==> config.mk <==
export PLATFORM = sky130hd
export DESIGN_NAME = cfr_fabric_flat
export DESIGN_NICKNAME = d
export VERILOG_FILES = /design/src/hdl/cfr_pkg.sv /design/src/hdl/cfr_axil_if.sv /design/src/hdl/cfr_fabric.sv /design/src/flat_wrapper.sv
export SDC_FILE = /design/constraint.sdc
export NUM_CORES = 1
export LEC_CHECK = 0
export BUFFER_PORTS_ARGS = -buffer_cell sky130_fd_sc_hd__buf_4
export CORE_AREA = 2 2 211 213
export CTS_CLUSTER_SIZE = 10
export DETAILED_ROUTE_END_ITERATION = 7
export DIE_AREA = 0 0 213 215
export PLACE_DENSITY_LB_ADDON = 0.1
export SETUP_SLACK_MARGIN = 0.1
export SYNTH_ARGS = -nofsm -noshare
export SYNTH_HDL_FRONTEND = slang
export SYNTH_SLANG_ARGS = --single-unit
==> constraint.sdc <==
create_clock -name clk_i -period 2.4 [get_ports clk_i]
set_input_delay 0.48 -clock clk_i [delete_from_list [all_inputs] [get_ports clk_i]]
set_output_delay 0.48 -clock clk_i [all_outputs]
set_load 0.1 [all_outputs]
==> src/hdl/cfr_pkg.sv <==
// Constants shared by the configuration fabric router and the logical sub-core end.
// Assumes one configuration clock for all ends.
package cfr_pkg;
  localparam int          CFR_ADDR_W      = 24;
  localparam int          CFR_DATA_W      = 32;
  localparam int          CFR_STRB_W      = 4;
  localparam logic [1:0]  CFR_RESP_OKAY   = 2'h0;
  localparam logic [1:0]  CFR_RESP_ERR    = 2'h2;
  // Space boundaries (byte offsets)
  localparam logic [23:0] CFR_CAP_LAST    = 24'h00003c;
  localparam logic [23:0] CFR_CSR_LAST    = 24'h0000fc;
  localparam logic [23:0] CFR_EXT_LAST    = 24'h00fffc;
  localparam logic [23:0] CFR_BUF_BASE    = 24'h010000;
  // Capability register offsets
  localparam logic [23:0] CFR_DEV_ID_OFS  = 24'h000000;
  localparam logic [23:0] CFR_DEV_INF_OFS = 24'h000004;
  localparam logic [23:0] CFR_ASM_ID_OFS  = 24'h000008;
  localparam logic [23:0] CFR_ASM_INF_OFS = 24'h00000c;
  localparam logic [23:0] CFR_FEAT_OFS    = 24'h000010;
  localparam logic [23:0] CFR_SWP_OFS     = 24'h000014;
  localparam logic [23:0] CFR_SRC_OFS     = 24'h000018;
  localparam logic [23:0] CFR_DST_OFS     = 24'h00001c;
  // Field positions and default extension pointer
  localparam int          CFR_LARGE_SYS_BIT = 4;
  localparam int          CFR_SWITCH_BIT    = 28;
  localparam logic [15:0] CFR_EXT_PTR_DEF   = 16'h0100;
  // Write shapes of the logical slave
  localparam logic [23:0] CFR_SCRATCH_OFS = 24'h010000;

  typedef enum logic [1:0] {CFR_PORT_LOG, CFR_PORT_BUF, CFR_PORT_PHY} cfr_port_type;
endpackage

==> src/hdl/cfr_axil_if.sv <==
// AXI4-Lite configuration channel between fabric and one sub-core.
// Assumes both ends share clk.
`timescale 1ns/10ps
interface cfr_axil_if
  import cfr_pkg::*;
(
  input wire logic clk
);
  logic                  awvalid;
  logic                  awready;
  logic [CFR_ADDR_W-1:0] awaddr;
  logic [2:0]            awprot;
  logic                  wvalid;
  logic                  wready;
  logic [CFR_DATA_W-1:0] wdata;
  logic [CFR_STRB_W-1:0] wstrb;
  logic                  bvalid;
  logic                  bready;
  logic [1:0]            bresp;
  logic                  arvalid;
  logic                  arready;
  logic [CFR_ADDR_W-1:0] araddr;
  logic [2:0]            arprot;
  logic                  rvalid;
  logic                  rready;
  logic [1:0]            rresp;
  logic [CFR_DATA_W-1:0] rdata;

  modport master (
    output awvalid, awaddr, awprot, wvalid, wdata, wstrb, bready,
    output arvalid, araddr, arprot, rready,
    input  awready, wready, bvalid, bresp, arready, rvalid, rresp, rdata
  );
  modport slave (
    input  clk, awvalid, awaddr, awprot, wvalid, wdata, wstrb, bready,
    input  arvalid, araddr, arprot, rready,
    output awready, wready, bvalid, bresp, arready, rvalid, rresp, rdata
  );
endinterface

==> src/hdl/cfr_fabric.sv <==
// Configuration fabric: one master port in, three sub-core slave ports out.
// Assumes all ports on clk_i; reset released synchronously.
`timescale 1ns/10ps
////////////////////////////////////////////////////////////////////////////////
module cfr_fabric
  import cfr_pkg::*;
(
  input  wire logic clk_i,
  input  wire logic rst_i,
  cfr_axil_if.slave  mst,
  cfr_axil_if.master log_port,
  cfr_axil_if.master buf_port,
  cfr_axil_if.master phy_port,
  output logic       busy_o,
  output logic [1:0] last_port_o
);

  typedef enum logic [2:0] {CFR_IDLE, CFR_WR_ADDR, CFR_WR_RESP, CFR_WR_RET,
                            CFR_RD_ADDR, CFR_RD_RESP, CFR_RD_RET} cfr_fsm_type;

  typedef struct packed {
    cfr_fsm_type           fsm;
    cfr_port_type          sel;
    logic                  mst_awready;
    logic                  mst_wready;
    logic                  mst_arready;
    logic                  aw_pend;
    logic                  w_pend;
    logic [CFR_ADDR_W-1:0] addr;
    logic [CFR_DATA_W-1:0] wdata;
    logic [CFR_STRB_W-1:0] wstrb;
    logic [1:0]            resp;
    logic [CFR_DATA_W-1:0] rdata;
    logic                  busy;
  } cfr_fab_state_type;

  cfr_fab_state_type state_reg;
  cfr_fab_state_type state_next;

  logic [2:0] sel_awready;
  logic [2:0] sel_wready;
  logic [2:0] sel_bvalid;
  logic [2:0] sel_arready;
  logic [2:0] sel_rvalid;

  function automatic cfr_port_type decode(input logic [CFR_ADDR_W-1:0] a);
    if (a <= CFR_CSR_LAST)
      return CFR_PORT_LOG;
    else if (a <= CFR_EXT_LAST)
      return CFR_PORT_PHY;
    else
      return CFR_PORT_BUF; // Buffer owns implementation space
  endfunction

  // Handshake of all three sub-cores, indexed by sel
  always_comb
  begin
    sel_awready = {phy_port.awready, buf_port.awready, log_port.awready};
    sel_wready  = {phy_port.wready,  buf_port.wready,  log_port.wready};
    sel_bvalid  = {phy_port.bvalid,  buf_port.bvalid,  log_port.bvalid};
    sel_arready = {phy_port.arready, buf_port.arready, log_port.arready};
    sel_rvalid  = {phy_port.rvalid,  buf_port.rvalid,  log_port.rvalid};
  end

  function automatic logic [1:0] clean(input logic [1:0] r);
    return r[0] ? CFR_RESP_ERR : r; // Reserved code never passed on
  endfunction

  always_comb
  begin
    state_next = state_reg;
    state_next.mst_awready = 1'b0;
    state_next.mst_wready = 1'b0;
    state_next.mst_arready = 1'b0;
    case (state_reg.fsm)
      CFR_IDLE:
      begin
        // Write wins a tie; read waits one transaction
        if (mst.awvalid && mst.wvalid)
        begin
          state_next.mst_awready = 1'b1;
          state_next.mst_wready = 1'b1;
          state_next.addr = mst.awaddr;
          state_next.wdata = mst.wdata;
          state_next.wstrb = mst.wstrb;
          state_next.sel = decode(mst.awaddr);
          state_next.aw_pend = 1'b1;
          state_next.w_pend = 1'b1;
          state_next.fsm = CFR_WR_ADDR;
        end
        else if (mst.arvalid && !mst.awvalid)
        begin
          state_next.mst_arready = 1'b1;
          state_next.addr = mst.araddr;
          state_next.sel = decode(mst.araddr);
          state_next.fsm = CFR_RD_ADDR;
        end
      end
      CFR_WR_ADDR:
      begin
        if (sel_awready[state_reg.sel])
          state_next.aw_pend = 1'b0;
        if (sel_wready[state_reg.sel])
          state_next.w_pend = 1'b0;
        if ((!state_reg.aw_pend || sel_awready[state_reg.sel]) &&
            (!state_reg.w_pend || sel_wready[state_reg.sel]))
          state_next.fsm = CFR_WR_RESP;
      end
      CFR_WR_RESP:
      begin
        if (sel_bvalid[state_reg.sel])
        begin
          case (state_reg.sel)
            CFR_PORT_BUF: state_next.resp = clean(buf_port.bresp);
            CFR_PORT_PHY: state_next.resp = clean(phy_port.bresp);
            default:      state_next.resp = clean(log_port.bresp);
          endcase
          state_next.fsm = CFR_WR_RET;
        end
      end
      CFR_WR_RET:
      begin
        if (mst.bready)
          state_next.fsm = CFR_IDLE;
      end
      CFR_RD_ADDR:
      begin
        if (sel_arready[state_reg.sel])
          state_next.fsm = CFR_RD_RESP;
      end
      CFR_RD_RESP:
      begin
        if (sel_rvalid[state_reg.sel])
        begin
          case (state_reg.sel)
            CFR_PORT_BUF:
            begin
              state_next.resp = clean(buf_port.rresp);
              state_next.rdata = buf_port.rdata;
            end
            CFR_PORT_PHY:
            begin
              state_next.resp = clean(phy_port.rresp);
              state_next.rdata = phy_port.rdata;
            end
            default:
            begin
              state_next.resp = clean(log_port.rresp);
              state_next.rdata = log_port.rdata;
            end
          endcase
          state_next.fsm = CFR_RD_RET;
        end
      end
      CFR_RD_RET:
      begin
        if (mst.rready)
          state_next.fsm = CFR_IDLE;
      end
      default: state_next.fsm = CFR_IDLE;
    endcase
    state_next.busy = (state_next.fsm != CFR_IDLE);
  end

  always_ff @(posedge clk_i)
  begin
    if (rst_i)
      state_reg <= '0;
    else
      state_reg <= state_next;
  end

  ////////////////////////////////////////////////////////////////////////////
  // Master port answers
  assign mst.awready = state_reg.mst_awready;
  assign mst.wready  = state_reg.mst_wready;
  assign mst.arready = state_reg.mst_arready;
  assign mst.bvalid  = (state_reg.fsm == CFR_WR_RET);
  assign mst.bresp   = state_reg.resp;
  assign mst.rvalid  = (state_reg.fsm == CFR_RD_RET);
  assign mst.rresp   = state_reg.resp;
  assign mst.rdata   = state_reg.rdata;
  assign busy_o      = state_reg.busy;
  assign last_port_o = state_reg.sel;

  ////////////////////////////////////////////////////////////////////////////
  // Slave ports: shared address/data, per-port valids
  assign log_port.awaddr  = state_reg.addr;
  assign buf_port.awaddr  = state_reg.addr;
  assign phy_port.awaddr  = state_reg.addr;
  assign log_port.araddr  = state_reg.addr;
  assign buf_port.araddr  = state_reg.addr;
  assign phy_port.araddr  = state_reg.addr;
  assign log_port.wdata   = state_reg.wdata;
  assign buf_port.wdata   = state_reg.wdata;
  assign phy_port.wdata   = state_reg.wdata;
  assign log_port.wstrb   = state_reg.wstrb;
  assign buf_port.wstrb   = state_reg.wstrb;
  assign phy_port.wstrb   = state_reg.wstrb;
  assign log_port.awprot  = 3'h0;
  assign buf_port.awprot  = 3'h0;
  assign phy_port.awprot  = 3'h0;
  assign log_port.arprot  = 3'h0;
  assign buf_port.arprot  = 3'h0;
  assign phy_port.arprot  = 3'h0;

  assign log_port.awvalid = (state_reg.fsm == CFR_WR_ADDR) && state_reg.aw_pend &&
                            (state_reg.sel == CFR_PORT_LOG);
  assign buf_port.awvalid = (state_reg.fsm == CFR_WR_ADDR) && state_reg.aw_pend &&
                            (state_reg.sel == CFR_PORT_BUF);
  assign phy_port.awvalid = (state_reg.fsm == CFR_WR_ADDR) && state_reg.aw_pend &&
                            (state_reg.sel == CFR_PORT_PHY);
  assign log_port.wvalid  = (state_reg.fsm == CFR_WR_ADDR) && state_reg.w_pend &&
                            (state_reg.sel == CFR_PORT_LOG);
  assign buf_port.wvalid  = (state_reg.fsm == CFR_WR_ADDR) && state_reg.w_pend &&
                            (state_reg.sel == CFR_PORT_BUF);
  assign phy_port.wvalid  = (state_reg.fsm == CFR_WR_ADDR) && state_reg.w_pend &&
                            (state_reg.sel == CFR_PORT_PHY);
  assign log_port.bready  = (state_reg.fsm == CFR_WR_RESP) && (state_reg.sel == CFR_PORT_LOG);
  assign buf_port.bready  = (state_reg.fsm == CFR_WR_RESP) && (state_reg.sel == CFR_PORT_BUF);
  assign phy_port.bready  = (state_reg.fsm == CFR_WR_RESP) && (state_reg.sel == CFR_PORT_PHY);
  assign log_port.arvalid = (state_reg.fsm == CFR_RD_ADDR) && (state_reg.sel == CFR_PORT_LOG);
  assign buf_port.arvalid = (state_reg.fsm == CFR_RD_ADDR) && (state_reg.sel == CFR_PORT_BUF);
  assign phy_port.arvalid = (state_reg.fsm == CFR_RD_ADDR) && (state_reg.sel == CFR_PORT_PHY);
  assign log_port.rready  = (state_reg.fsm == CFR_RD_RESP) && (state_reg.sel == CFR_PORT_LOG);
  assign buf_port.rready  = (state_reg.fsm == CFR_RD_RESP) && (state_reg.sel == CFR_PORT_BUF);
  assign phy_port.rready  = (state_reg.fsm == CFR_RD_RESP) && (state_reg.sel == CFR_PORT_PHY);
endmodule

==> src/flat_wrapper.sv <==
// flat-port wrapper written by rule: the top's interface ports become plain ports
module cfr_fabric_flat import cfr_pkg::*;
  (clk_i, rst_i, busy_o, last_port_o, clk, mst_awvalid, mst_awaddr, mst_awprot, mst_wvalid, mst_wdata, mst_wstrb, mst_bready, mst_arvalid, mst_araddr, mst_arprot, mst_rready, mst_awready, mst_wready, mst_bvalid, mst_bresp, mst_arready, mst_rvalid, mst_rresp, mst_rdata, log_port_awvalid, log_port_awaddr, log_port_awprot, log_port_wvalid, log_port_wdata, log_port_wstrb, log_port_bready, log_port_arvalid, log_port_araddr, log_port_arprot, log_port_rready, log_port_awready, log_port_wready, log_port_bvalid, log_port_bresp, log_port_arready, log_port_rvalid, log_port_rresp, log_port_rdata, buf_port_awvalid, buf_port_awaddr, buf_port_awprot, buf_port_wvalid, buf_port_wdata, buf_port_wstrb, buf_port_bready, buf_port_arvalid, buf_port_araddr, buf_port_arprot, buf_port_rready, buf_port_awready, buf_port_wready, buf_port_bvalid, buf_port_bresp, buf_port_arready, buf_port_rvalid, buf_port_rresp, buf_port_rdata, phy_port_awvalid, phy_port_awaddr, phy_port_awprot, phy_port_wvalid, phy_port_wdata, phy_port_wstrb, phy_port_bready, phy_port_arvalid, phy_port_araddr, phy_port_arprot, phy_port_rready, phy_port_awready, phy_port_wready, phy_port_bvalid, phy_port_bresp, phy_port_arready, phy_port_rvalid, phy_port_rresp, phy_port_rdata);
  cfr_axil_if mst_i (.clk(clk));
  cfr_axil_if log_port_i (.clk(clk));
  cfr_axil_if buf_port_i (.clk(clk));
  cfr_axil_if phy_port_i (.clk(clk));
  input  wire logic clk_i;
  input  wire logic rst_i;
  output logic busy_o;
  output logic [1:0] last_port_o;
  input wire logic clk;
  input wire logic [$bits(mst_i.awvalid)-1:0] mst_awvalid;
  input wire logic [$bits(mst_i.awaddr)-1:0] mst_awaddr;
  input wire logic [$bits(mst_i.awprot)-1:0] mst_awprot;
  input wire logic [$bits(mst_i.wvalid)-1:0] mst_wvalid;
  input wire logic [$bits(mst_i.wdata)-1:0] mst_wdata;
  input wire logic [$bits(mst_i.wstrb)-1:0] mst_wstrb;
  input wire logic [$bits(mst_i.bready)-1:0] mst_bready;
  input wire logic [$bits(mst_i.arvalid)-1:0] mst_arvalid;
  input wire logic [$bits(mst_i.araddr)-1:0] mst_araddr;
  input wire logic [$bits(mst_i.arprot)-1:0] mst_arprot;
  input wire logic [$bits(mst_i.rready)-1:0] mst_rready;
  output wire logic [$bits(mst_i.awready)-1:0] mst_awready;
  output wire logic [$bits(mst_i.wready)-1:0] mst_wready;
  output wire logic [$bits(mst_i.bvalid)-1:0] mst_bvalid;
  output wire logic [$bits(mst_i.bresp)-1:0] mst_bresp;
  output wire logic [$bits(mst_i.arready)-1:0] mst_arready;
  output wire logic [$bits(mst_i.rvalid)-1:0] mst_rvalid;
  output wire logic [$bits(mst_i.rresp)-1:0] mst_rresp;
  output wire logic [$bits(mst_i.rdata)-1:0] mst_rdata;
  output wire logic [$bits(log_port_i.awvalid)-1:0] log_port_awvalid;
  output wire logic [$bits(log_port_i.awaddr)-1:0] log_port_awaddr;
  output wire logic [$bits(log_port_i.awprot)-1:0] log_port_awprot;
  output wire logic [$bits(log_port_i.wvalid)-1:0] log_port_wvalid;
  output wire logic [$bits(log_port_i.wdata)-1:0] log_port_wdata;
  output wire logic [$bits(log_port_i.wstrb)-1:0] log_port_wstrb;
  output wire logic [$bits(log_port_i.bready)-1:0] log_port_bready;
  output wire logic [$bits(log_port_i.arvalid)-1:0] log_port_arvalid;
  output wire logic [$bits(log_port_i.araddr)-1:0] log_port_araddr;
  output wire logic [$bits(log_port_i.arprot)-1:0] log_port_arprot;
  output wire logic [$bits(log_port_i.rready)-1:0] log_port_rready;
  input wire logic [$bits(log_port_i.awready)-1:0] log_port_awready;
  input wire logic [$bits(log_port_i.wready)-1:0] log_port_wready;
  input wire logic [$bits(log_port_i.bvalid)-1:0] log_port_bvalid;
  input wire logic [$bits(log_port_i.bresp)-1:0] log_port_bresp;
  input wire logic [$bits(log_port_i.arready)-1:0] log_port_arready;
  input wire logic [$bits(log_port_i.rvalid)-1:0] log_port_rvalid;
  input wire logic [$bits(log_port_i.rresp)-1:0] log_port_rresp;
  input wire logic [$bits(log_port_i.rdata)-1:0] log_port_rdata;
  output wire logic [$bits(buf_port_i.awvalid)-1:0] buf_port_awvalid;
  output wire logic [$bits(buf_port_i.awaddr)-1:0] buf_port_awaddr;
  output wire logic [$bits(buf_port_i.awprot)-1:0] buf_port_awprot;
  output wire logic [$bits(buf_port_i.wvalid)-1:0] buf_port_wvalid;
  output wire logic [$bits(buf_port_i.wdata)-1:0] buf_port_wdata;
  output wire logic [$bits(buf_port_i.wstrb)-1:0] buf_port_wstrb;
  output wire logic [$bits(buf_port_i.bready)-1:0] buf_port_bready;
  output wire logic [$bits(buf_port_i.arvalid)-1:0] buf_port_arvalid;
  output wire logic [$bits(buf_port_i.araddr)-1:0] buf_port_araddr;
  output wire logic [$bits(buf_port_i.arprot)-1:0] buf_port_arprot;
  output wire logic [$bits(buf_port_i.rready)-1:0] buf_port_rready;
  input wire logic [$bits(buf_port_i.awready)-1:0] buf_port_awready;
  input wire logic [$bits(buf_port_i.wready)-1:0] buf_port_wready;
  input wire logic [$bits(buf_port_i.bvalid)-1:0] buf_port_bvalid;
  input wire logic [$bits(buf_port_i.bresp)-1:0] buf_port_bresp;
  input wire logic [$bits(buf_port_i.arready)-1:0] buf_port_arready;
  input wire logic [$bits(buf_port_i.rvalid)-1:0] buf_port_rvalid;
  input wire logic [$bits(buf_port_i.rresp)-1:0] buf_port_rresp;
  input wire logic [$bits(buf_port_i.rdata)-1:0] buf_port_rdata;
  output wire logic [$bits(phy_port_i.awvalid)-1:0] phy_port_awvalid;
  output wire logic [$bits(phy_port_i.awaddr)-1:0] phy_port_awaddr;
  output wire logic [$bits(phy_port_i.awprot)-1:0] phy_port_awprot;
  output wire logic [$bits(phy_port_i.wvalid)-1:0] phy_port_wvalid;
  output wire logic [$bits(phy_port_i.wdata)-1:0] phy_port_wdata;
  output wire logic [$bits(phy_port_i.wstrb)-1:0] phy_port_wstrb;
  output wire logic [$bits(phy_port_i.bready)-1:0] phy_port_bready;
  output wire logic [$bits(phy_port_i.arvalid)-1:0] phy_port_arvalid;
  output wire logic [$bits(phy_port_i.araddr)-1:0] phy_port_araddr;
  output wire logic [$bits(phy_port_i.arprot)-1:0] phy_port_arprot;
  output wire logic [$bits(phy_port_i.rready)-1:0] phy_port_rready;
  input wire logic [$bits(phy_port_i.awready)-1:0] phy_port_awready;
  input wire logic [$bits(phy_port_i.wready)-1:0] phy_port_wready;
  input wire logic [$bits(phy_port_i.bvalid)-1:0] phy_port_bvalid;
  input wire logic [$bits(phy_port_i.bresp)-1:0] phy_port_bresp;
  input wire logic [$bits(phy_port_i.arready)-1:0] phy_port_arready;
  input wire logic [$bits(phy_port_i.rvalid)-1:0] phy_port_rvalid;
  input wire logic [$bits(phy_port_i.rresp)-1:0] phy_port_rresp;
  input wire logic [$bits(phy_port_i.rdata)-1:0] phy_port_rdata;
  assign mst_i.awvalid = mst_awvalid;
  assign mst_i.awaddr = mst_awaddr;
  assign mst_i.awprot = mst_awprot;
  assign mst_i.wvalid = mst_wvalid;
  assign mst_i.wdata = mst_wdata;
  assign mst_i.wstrb = mst_wstrb;
  assign mst_i.bready = mst_bready;
  assign mst_i.arvalid = mst_arvalid;
  assign mst_i.araddr = mst_araddr;
  assign mst_i.arprot = mst_arprot;
  assign mst_i.rready = mst_rready;
  assign mst_awready = mst_i.awready;
  assign mst_wready = mst_i.wready;
  assign mst_bvalid = mst_i.bvalid;
  assign mst_bresp = mst_i.bresp;
  assign mst_arready = mst_i.arready;
  assign mst_rvalid = mst_i.rvalid;
  assign mst_rresp = mst_i.rresp;
  assign mst_rdata = mst_i.rdata;
  assign log_port_awvalid = log_port_i.awvalid;
  assign log_port_awaddr = log_port_i.awaddr;
  assign log_port_awprot = log_port_i.awprot;
  assign log_port_wvalid = log_port_i.wvalid;
  assign log_port_wdata = log_port_i.wdata;
  assign log_port_wstrb = log_port_i.wstrb;
  assign log_port_bready = log_port_i.bready;
  assign log_port_arvalid = log_port_i.arvalid;
  assign log_port_araddr = log_port_i.araddr;
  assign log_port_arprot = log_port_i.arprot;
  assign log_port_rready = log_port_i.rready;
  assign log_port_i.awready = log_port_awready;
  assign log_port_i.wready = log_port_wready;
  assign log_port_i.bvalid = log_port_bvalid;
  assign log_port_i.bresp = log_port_bresp;
  assign log_port_i.arready = log_port_arready;
  assign log_port_i.rvalid = log_port_rvalid;
  assign log_port_i.rresp = log_port_rresp;
  assign log_port_i.rdata = log_port_rdata;
  assign buf_port_awvalid = buf_port_i.awvalid;
  assign buf_port_awaddr = buf_port_i.awaddr;
  assign buf_port_awprot = buf_port_i.awprot;
  assign buf_port_wvalid = buf_port_i.wvalid;
  assign buf_port_wdata = buf_port_i.wdata;
  assign buf_port_wstrb = buf_port_i.wstrb;
  assign buf_port_bready = buf_port_i.bready;
  assign buf_port_arvalid = buf_port_i.arvalid;
  assign buf_port_araddr = buf_port_i.araddr;
  assign buf_port_arprot = buf_port_i.arprot;
  assign buf_port_rready = buf_port_i.rready;
  assign buf_port_i.awready = buf_port_awready;
  assign buf_port_i.wready = buf_port_wready;
  assign buf_port_i.bvalid = buf_port_bvalid;
  assign buf_port_i.bresp = buf_port_bresp;
  assign buf_port_i.arready = buf_port_arready;
  assign buf_port_i.rvalid = buf_port_rvalid;
  assign buf_port_i.rresp = buf_port_rresp;
  assign buf_port_i.rdata = buf_port_rdata;
  assign phy_port_awvalid = phy_port_i.awvalid;
  assign phy_port_awaddr = phy_port_i.awaddr;
  assign phy_port_awprot = phy_port_i.awprot;
  assign phy_port_wvalid = phy_port_i.wvalid;
  assign phy_port_wdata = phy_port_i.wdata;
  assign phy_port_wstrb = phy_port_i.wstrb;
  assign phy_port_bready = phy_port_i.bready;
  assign phy_port_arvalid = phy_port_i.arvalid;
  assign phy_port_araddr = phy_port_i.araddr;
  assign phy_port_arprot = phy_port_i.arprot;
  assign phy_port_rready = phy_port_i.rready;
  assign phy_port_i.awready = phy_port_awready;
  assign phy_port_i.wready = phy_port_wready;
  assign phy_port_i.bvalid = phy_port_bvalid;
  assign phy_port_i.bresp = phy_port_bresp;
  assign phy_port_i.arready = phy_port_arready;
  assign phy_port_i.rvalid = phy_port_rvalid;
  assign phy_port_i.rresp = phy_port_rresp;
  assign phy_port_i.rdata = phy_port_rdata;
  cfr_fabric u_core (.clk_i(clk_i), .rst_i(rst_i), .mst(mst_i), .log_port(log_port_i), .buf_port(buf_port_i), .phy_port(phy_port_i), .busy_o(busy_o), .last_port_o(last_port_o));
endmodule
==> results_dict.tcl, run 1 <==
set metrics [dict create \
    max_stage_delay_ns 0.41 \
    synth_most_common_cell "buf_4" \
    wirelength_mm 29.83 \
    synth_area_leaders "buf_4 32%, dfxtp_1 28%, nand2_1 8.7%, a21oi_1 5.0%, o211ai_1 3.7%" \
    cts_tree "yes" \
    num_antenna_cells 0 \
    dieArea_um2 45800 \
    critPathLaunchType "flip-flop" \
    yosysTopAreaCell "buf_4" \
    fmax_ghz 0.4467 \
    hold_viol 0 \
    clk-insertion-delay-late_ns 0.38 \
    gp_congestion 0.7503 \
    cp.buffers_inverters 2 \
    peakVddDrop_mv 0.9261 \
    first_pass_iters 4 \
    fin_crit_ns 2.238 \
    crit_family "simple AND/OR/NAND/NOR gates" \
    cts-root-buf "clkbuf_16" \
    clkPwrFrac_pct 13.2 \
    rsz0062_at_grt "yes" \
    outcome "completed" \
    cap_violations 0 \
    power_frac_seq_pct 18.9 \
    grt_pass1_wl_mm 42.57 \
    ant_nets 0 \
    end_kind "primary output" \
    power_density_nw_per_um2 1155 \
    maxSlewViolCount 0 \
    numPortBuffers 522 \
    io_pins 550 \
    path_clk_slew_ns 0.08 \
    final_core_util_pct 23.02 \
    multi_input_area_um2 2730 \
    clock_path_buffers 2 \
    power.switching_mw 7.458 \
    synth_common_cells "309 x buf_4, 168 x nand2_1, 103 x dfxtp_1, 73 x a21oi_1, 37 x clkbuf_1" \
    n_fill_cell 4917 \
    cp_max_fo 9 \
    cts_max_level 3 \
    syn_area_per_cell_um2 7.611 \
    start_util_pct 16.64 \
    ys.flop_type "dfxtp_1" \
    seq_area_frac_synth_pct 28.40 \
    p_int_mw 4.144 \
    critPathRequiredTime_ns 1.92 \
    comb_power_share_pct 68.0 \
    drtIter0Drc 260 \
    routedWlPerCell_um 16.97 \
    grt_max_degree 54 \
    drive_gt1_share_pct 49.57 \
    grt_usage_pct 12.51 \
    critical_path_class "reg -> out" \
    worstPathCellList "buf_4, nor2_2, and3_1, buf_6" \
    overflow 0 \
    numCtsBuffers 9 \
    sw_frac_of_total_pct 64.28 \
    seq_area_um2 2063 \
    clock-skew-final_ns 0.01027 \
    synth_seq_cells 103 \
    setup_viol 0 \
    total_power_mw 11.60 \
    dp_hpwl_mm 23.73 \
    via_count 6789 \
    die_w_um 213 \
    power.leakage_nw 4.553 \
    fin_tns_setup_ns 0 \
    grt_pass1_vias 6520 \
    tightest_slew_ns 0.5407 \
    drc 0 \
    yosys_warnings 0 \
    synthArstFlopShare_pct 0 \
    syn2layout_area_growth_pct 38.38 \
    arrival_ns 1.76 \
    synth_top_area_share_pct 31.95 \
    whs_ns 0.3385 \
    die_h_um 215 \
    cts.sinks 103 \
    rows 77 \
    synth_cell_types 42 \
    nNetsFinal 1385 \
    drt-vias-per-instance 3.862 \
    antenna_found_initial 0 \
    maxSlewHeadroom_pct 63.62 \
    core_area_um2 43640 \
    synth_area_um2 7261 \
    critPathSlowestCell "dfxtp_1" \
    synth_edf_count 0 \
    hold_class "in -> reg" \
    synthCells 954 \
    period_share_pct 93.27 \
]
## worst register-to-register path, delay by kind of cell, from the launching register on
kind | cells | cell delay, ns
AOI/OAI and AO/OA | 2 | 0.51
DFF | 1 | 0.41
and+or+nand+nor | 3 | 0.57
buffers and inverters | 2 | 0.46
## power by group through the flow
stage	combinational, mW	clock [mW]	sequential, mW
2_1_floorplan	7.05	0	2.18
3_3_place_gp	7.92	0	2.22
3_5_place_dp	7.90	0	2.24
4_1_cts	7.93	1.64	2.20
5_1_grt	8.16	1.69	2.24
6_report	7.88	1.53	2.19
## through the flow
stage | std cells | instance area, µm² | setup slack [ns]
CTS | 1758 | 10010 | 0.08886
floorplan | 973 | 7343 | 0.1615
finish | 1758 | 10050 | 0.1615
global placement | 1742 | 9648 | 0.07618
global route | 1758 | 10050 | 0.05799
detailed placement | 1742 | 9648 | 0.1189
## logic make-up after synthesis
| logic type | count (synthesis) | synth area share [%] |
|---|---|---|
| adders and majority gates | 3 | 0.5170 |
| and+or+nand+nor | 280 | 16.68 |
| buffers and inverters | 370 | 35.86 |
| AOI/OAI and AO/OA | 192 | 17.63 |
| muxes | 5 | 0.8616 |
| other | 1 | 0.05165 |
| DFF | 103 | 28.40 |
## worst paths after layout
check                                      startpoint                         end  cells after the start  slack (ns)
worst min register to register   u_core.mst.rdata[11]        u_core.mst.rdata[11]                      2        0.46
worst min-delay path                     mst_wdata[7]    u_core.buf_port.wdata[7]                      3        0.34
worst max register to register  u_core.state_reg[102]  u_core.buf_port.araddr[14]                      7        0.35
worst max-delay path            u_core.state_reg[102]            log_port_arvalid                      4        0.16
## per-layer routing
| metal | global-route usage (%) | share of wire, % | up-vias |
|---|---|---|---|
| met3 | 4.179 | 9.6 | 11 |
| li1 | - | - | 3335 |
| met1 | 14.73 | 40 | 3129 |
| met5 | 0 | 0 | - |
| met4 | 3.636 | 1.1 | 0 |
| met2 | 21.39 | 49 | 314 |
## area by class of cell
cell class                 count  area share (%)
clock inverter                 6          0.5230
timing repair buffer         542           41.83
sequential                   103           20.54
multi-input combinational    500           27.17
clock buffer                  10           2.379
tap                          592           7.372
inverter                       5          0.1868
## what timing repair did
| item | 4_1_cts | 5_1_grt |
|---|---|---|
| gates resized for setup | 20 | 9 |
| hold buffers | 0 | 0 |
| setup buffers | 0 | 0 |
| endpoints found under the setup margin | 14 | 14 |
## placed cells by master, fill, tap and decap left out, types with 2 or more instances in the layout
master,netlist,layout
a21oi_1,73,73
a22oi_1,34,34
a311oi_1,26,26
a31oi_1,5,5
and2_1,6,6
and3_1,12,8
and3_4,0,4
buf_12,0,8
buf_4,309,526
buf_6,5,7
clkbuf_16,0,9
clkinv_4,0,4
conb_1,1,20
dfxtp_1,103,102
inv_1,4,2
inv_2,0,2
inv_6,0,2
mux2_4,2,2
nand2_1,168,168
nand2b_1,2,2
nand3_1,26,26
nand4_1,10,10
nor2_1,34,32
nor2_2,2,3
nor3_1,5,4
nor4_1,10,10
o211ai_1,36,36
o21ai_0,9,9
(Power assumes the default switching activity.)
==> inputs of run 2 (changes only) <==
- CTS_BUF_LIST: unset -> sky130_fd_sc_hd__clkbuf_16
==> run 2 against run 1 <==
Worst hold slack unchanged. Routed wire length did not move. Cell count unchanged. Setup slack is the same. Clock skew did not move. Sequential share of layout area is essentially flat. Final area is essentially flat. Fmax stayed put. Core utilization about the same. Total power shrank 0.29%. Critical endpoint unchanged.
==> results_dict.tcl, run 2 (synthesis gave the netlist of run 1 again) <==
set metrics [dict create \
    grt_usage_pct 12.51 \
    power.switching_mw 7.456 \
    cts.sinks 103 \
    crit_family "simple AND/OR/NAND/NOR gates" \
    clk-insertion-delay-late_ns 0.38 \
    clock-skew-final_ns 0.01027 \
    maxSlewHeadroom_pct 63.62 \
    peakVddDrop_mv 0.9261 \
    power_frac_seq_pct 18.9 \
    fmax_ghz 0.4467 \
    die_h_um 215 \
    io_pins 550 \
    setup_ws_ns 0.1615 \
    fin_tns_setup_ns 0 \
    gp_congestion 0.7503 \
    final_cell_mix "526 x buf_4, 168 x nand2_1, 102 x dfxtp_1, 73 x a21oi_1, 36 x o211ai_1" \
    critPathRequiredTime_ns 1.92 \
    antenna_found_initial 0 \
    hold_viol 0 \
    grt_pass1_vias 6520 \
    arrival_ns 1.76 \
    fin_crit_ns 2.238 \
    cp_max_fo 9 \
    cp.buffers_inverters 2 \
    core_area_um2 43640 \
    setup_viol 0 \
    layout_commonest_cell "buf_4" \
    power_density_nw_per_um2 1153 \
    end_kind "primary output" \
    grt_pass1_wl_mm 42.57 \
    comb_power_share_pct 68.2 \
    cts_max_level 3 \
    num_antenna_cells 0 \
    cts-root-buf "clkbuf_16" \
    dieArea_um2 45800 \
    syn2layout_area_growth_pct 38.24 \
    critical_path_class "reg -> out" \
    routedWlPerCell_um 16.97 \
    grt_max_degree 54 \
    wirelength_mm 29.83 \
    dp_hpwl_mm 23.73 \
    power.leakage_nw 4.547 \
    fin_area_um2 10040 \
    critPathSlowestCell "dfxtp_1" \
    drtIter0Drc 260 \
    pre_cts_ws_ns 0.1189 \
    tightest_slew_ns 0.5407 \
    period_share_pct 93.27 \
    drc 0 \
    overflow 0 \
    clock_path_buffers 2 \
    postCtsSetupBuffers 0 \
    cts_tree "yes" \
    start_util_pct 16.64 \
    via_count 6789 \
    cap_violations 0 \
    clkPwrFrac_pct 12.9 \
    rsz0062_at_grt "yes" \
    worstPathCellList "buf_4, nor2_2, and3_1, buf_6" \
    max_stage_delay_ns 0.41 \
    post_dp_cell_area_um2 9648 \
    critPathLaunchType "flip-flop" \
    numCtsBuffers 9 \
    path_clk_slew_ns 0.08 \
    outcome "completed" \
    die_w_um 213 \
    rows 77 \
    hold_class "in -> reg" \
    n_fill_cell 4918 \
    first_pass_iters 4 \
    drt-vias-per-instance 3.862 \
    drive_gt1_share_pct 49.49 \
    cts_hold_buffers 0 \
    nNetsFinal 1385 \
    maxSlewViolCount 0 \
    sw_frac_of_total_pct 64.46 \
    p_int_mw 4.112 \
    numPortBuffers 522 \
    ant_nets 0 \
]
==> run 2: power groups by stage <==
stage	Clock, mW	Combinational (mW)	Sequential (mW)
2_1_floorplan	0	7.05	2.18
3_3_place_gp	0	7.92	2.22
3_5_place_dp	0	7.90	2.24
4_1_cts	1.61	7.93	2.20
5_1_grt	1.66	8.16	2.24
6_report	1.49	7.88	2.19
==> run 2: final timing paths <==
path | end | slack [ns] | start | cells after the start
min reg2reg | u_core.mst.rdata[11] | 0.46 | u_core.mst.rdata[11] | 2
min | u_core.buf_port.wdata[7] | 0.34 | mst_wdata[7] | 3
max reg2reg | u_core.buf_port.araddr[14] | 0.35 | u_core.state_reg[102] | 7
max | log_port_arvalid | 0.16 | u_core.state_reg[102] | 4
==> run 2: metal layers <==
metal / global-route usage [%] / wire length [µm]
met5: 0 / 0
met4: 3.636 / 336
met3: 4.179 / 2874
met2: 21.39 / 14620
met1: 14.73 / 12000
==> run 2: cell type report <==
| type | instances | area [µm²] | share of cell area, % |
|---|---|---|---|
| timing repair buffer | 542 | 4203 | 41.87 |
| multi-input combinational | 500 | 2730 | 27.20 |
| sequential | 103 | 2063 | 20.56 |
| tap | 592 | 740.7 | 7.380 |
| clock buffer | 9 | 225.2 | 2.244 |
| clock inverter | 7 | 56.30 | 0.5610 |
| inverter | 5 | 18.77 | 0.1870 |
==> run 2: what timing repair did <==
action                     CTS  global route
setup endpoints to repair   14            14
gates resized for setup     20             9
gates cloned                 0             0
==> run 2: metrics by stage <==
step / instances / hold slack (ns) / util [%] / power (mW)
floorplan: 973 / 0.4367 / - / 9.232
global placement: 1742 / 0.4438 / 22.11 / 10.14
detailed placement: 1742 / 0.4500 / 22.11 / 10.13
CTS: 1758 / 0.3025 / 22.92 / 11.75
global route: 1758 / 0.3158 / 23.00 / 12.06
finish: 1758 / 0.3385 / 23.00 / 11.57
==> run 2: worst min-delay path, stage by stage <==
cell	delay [ns]
buf_4	0.11
nand2_1	0.04
a21oi_1	0.05
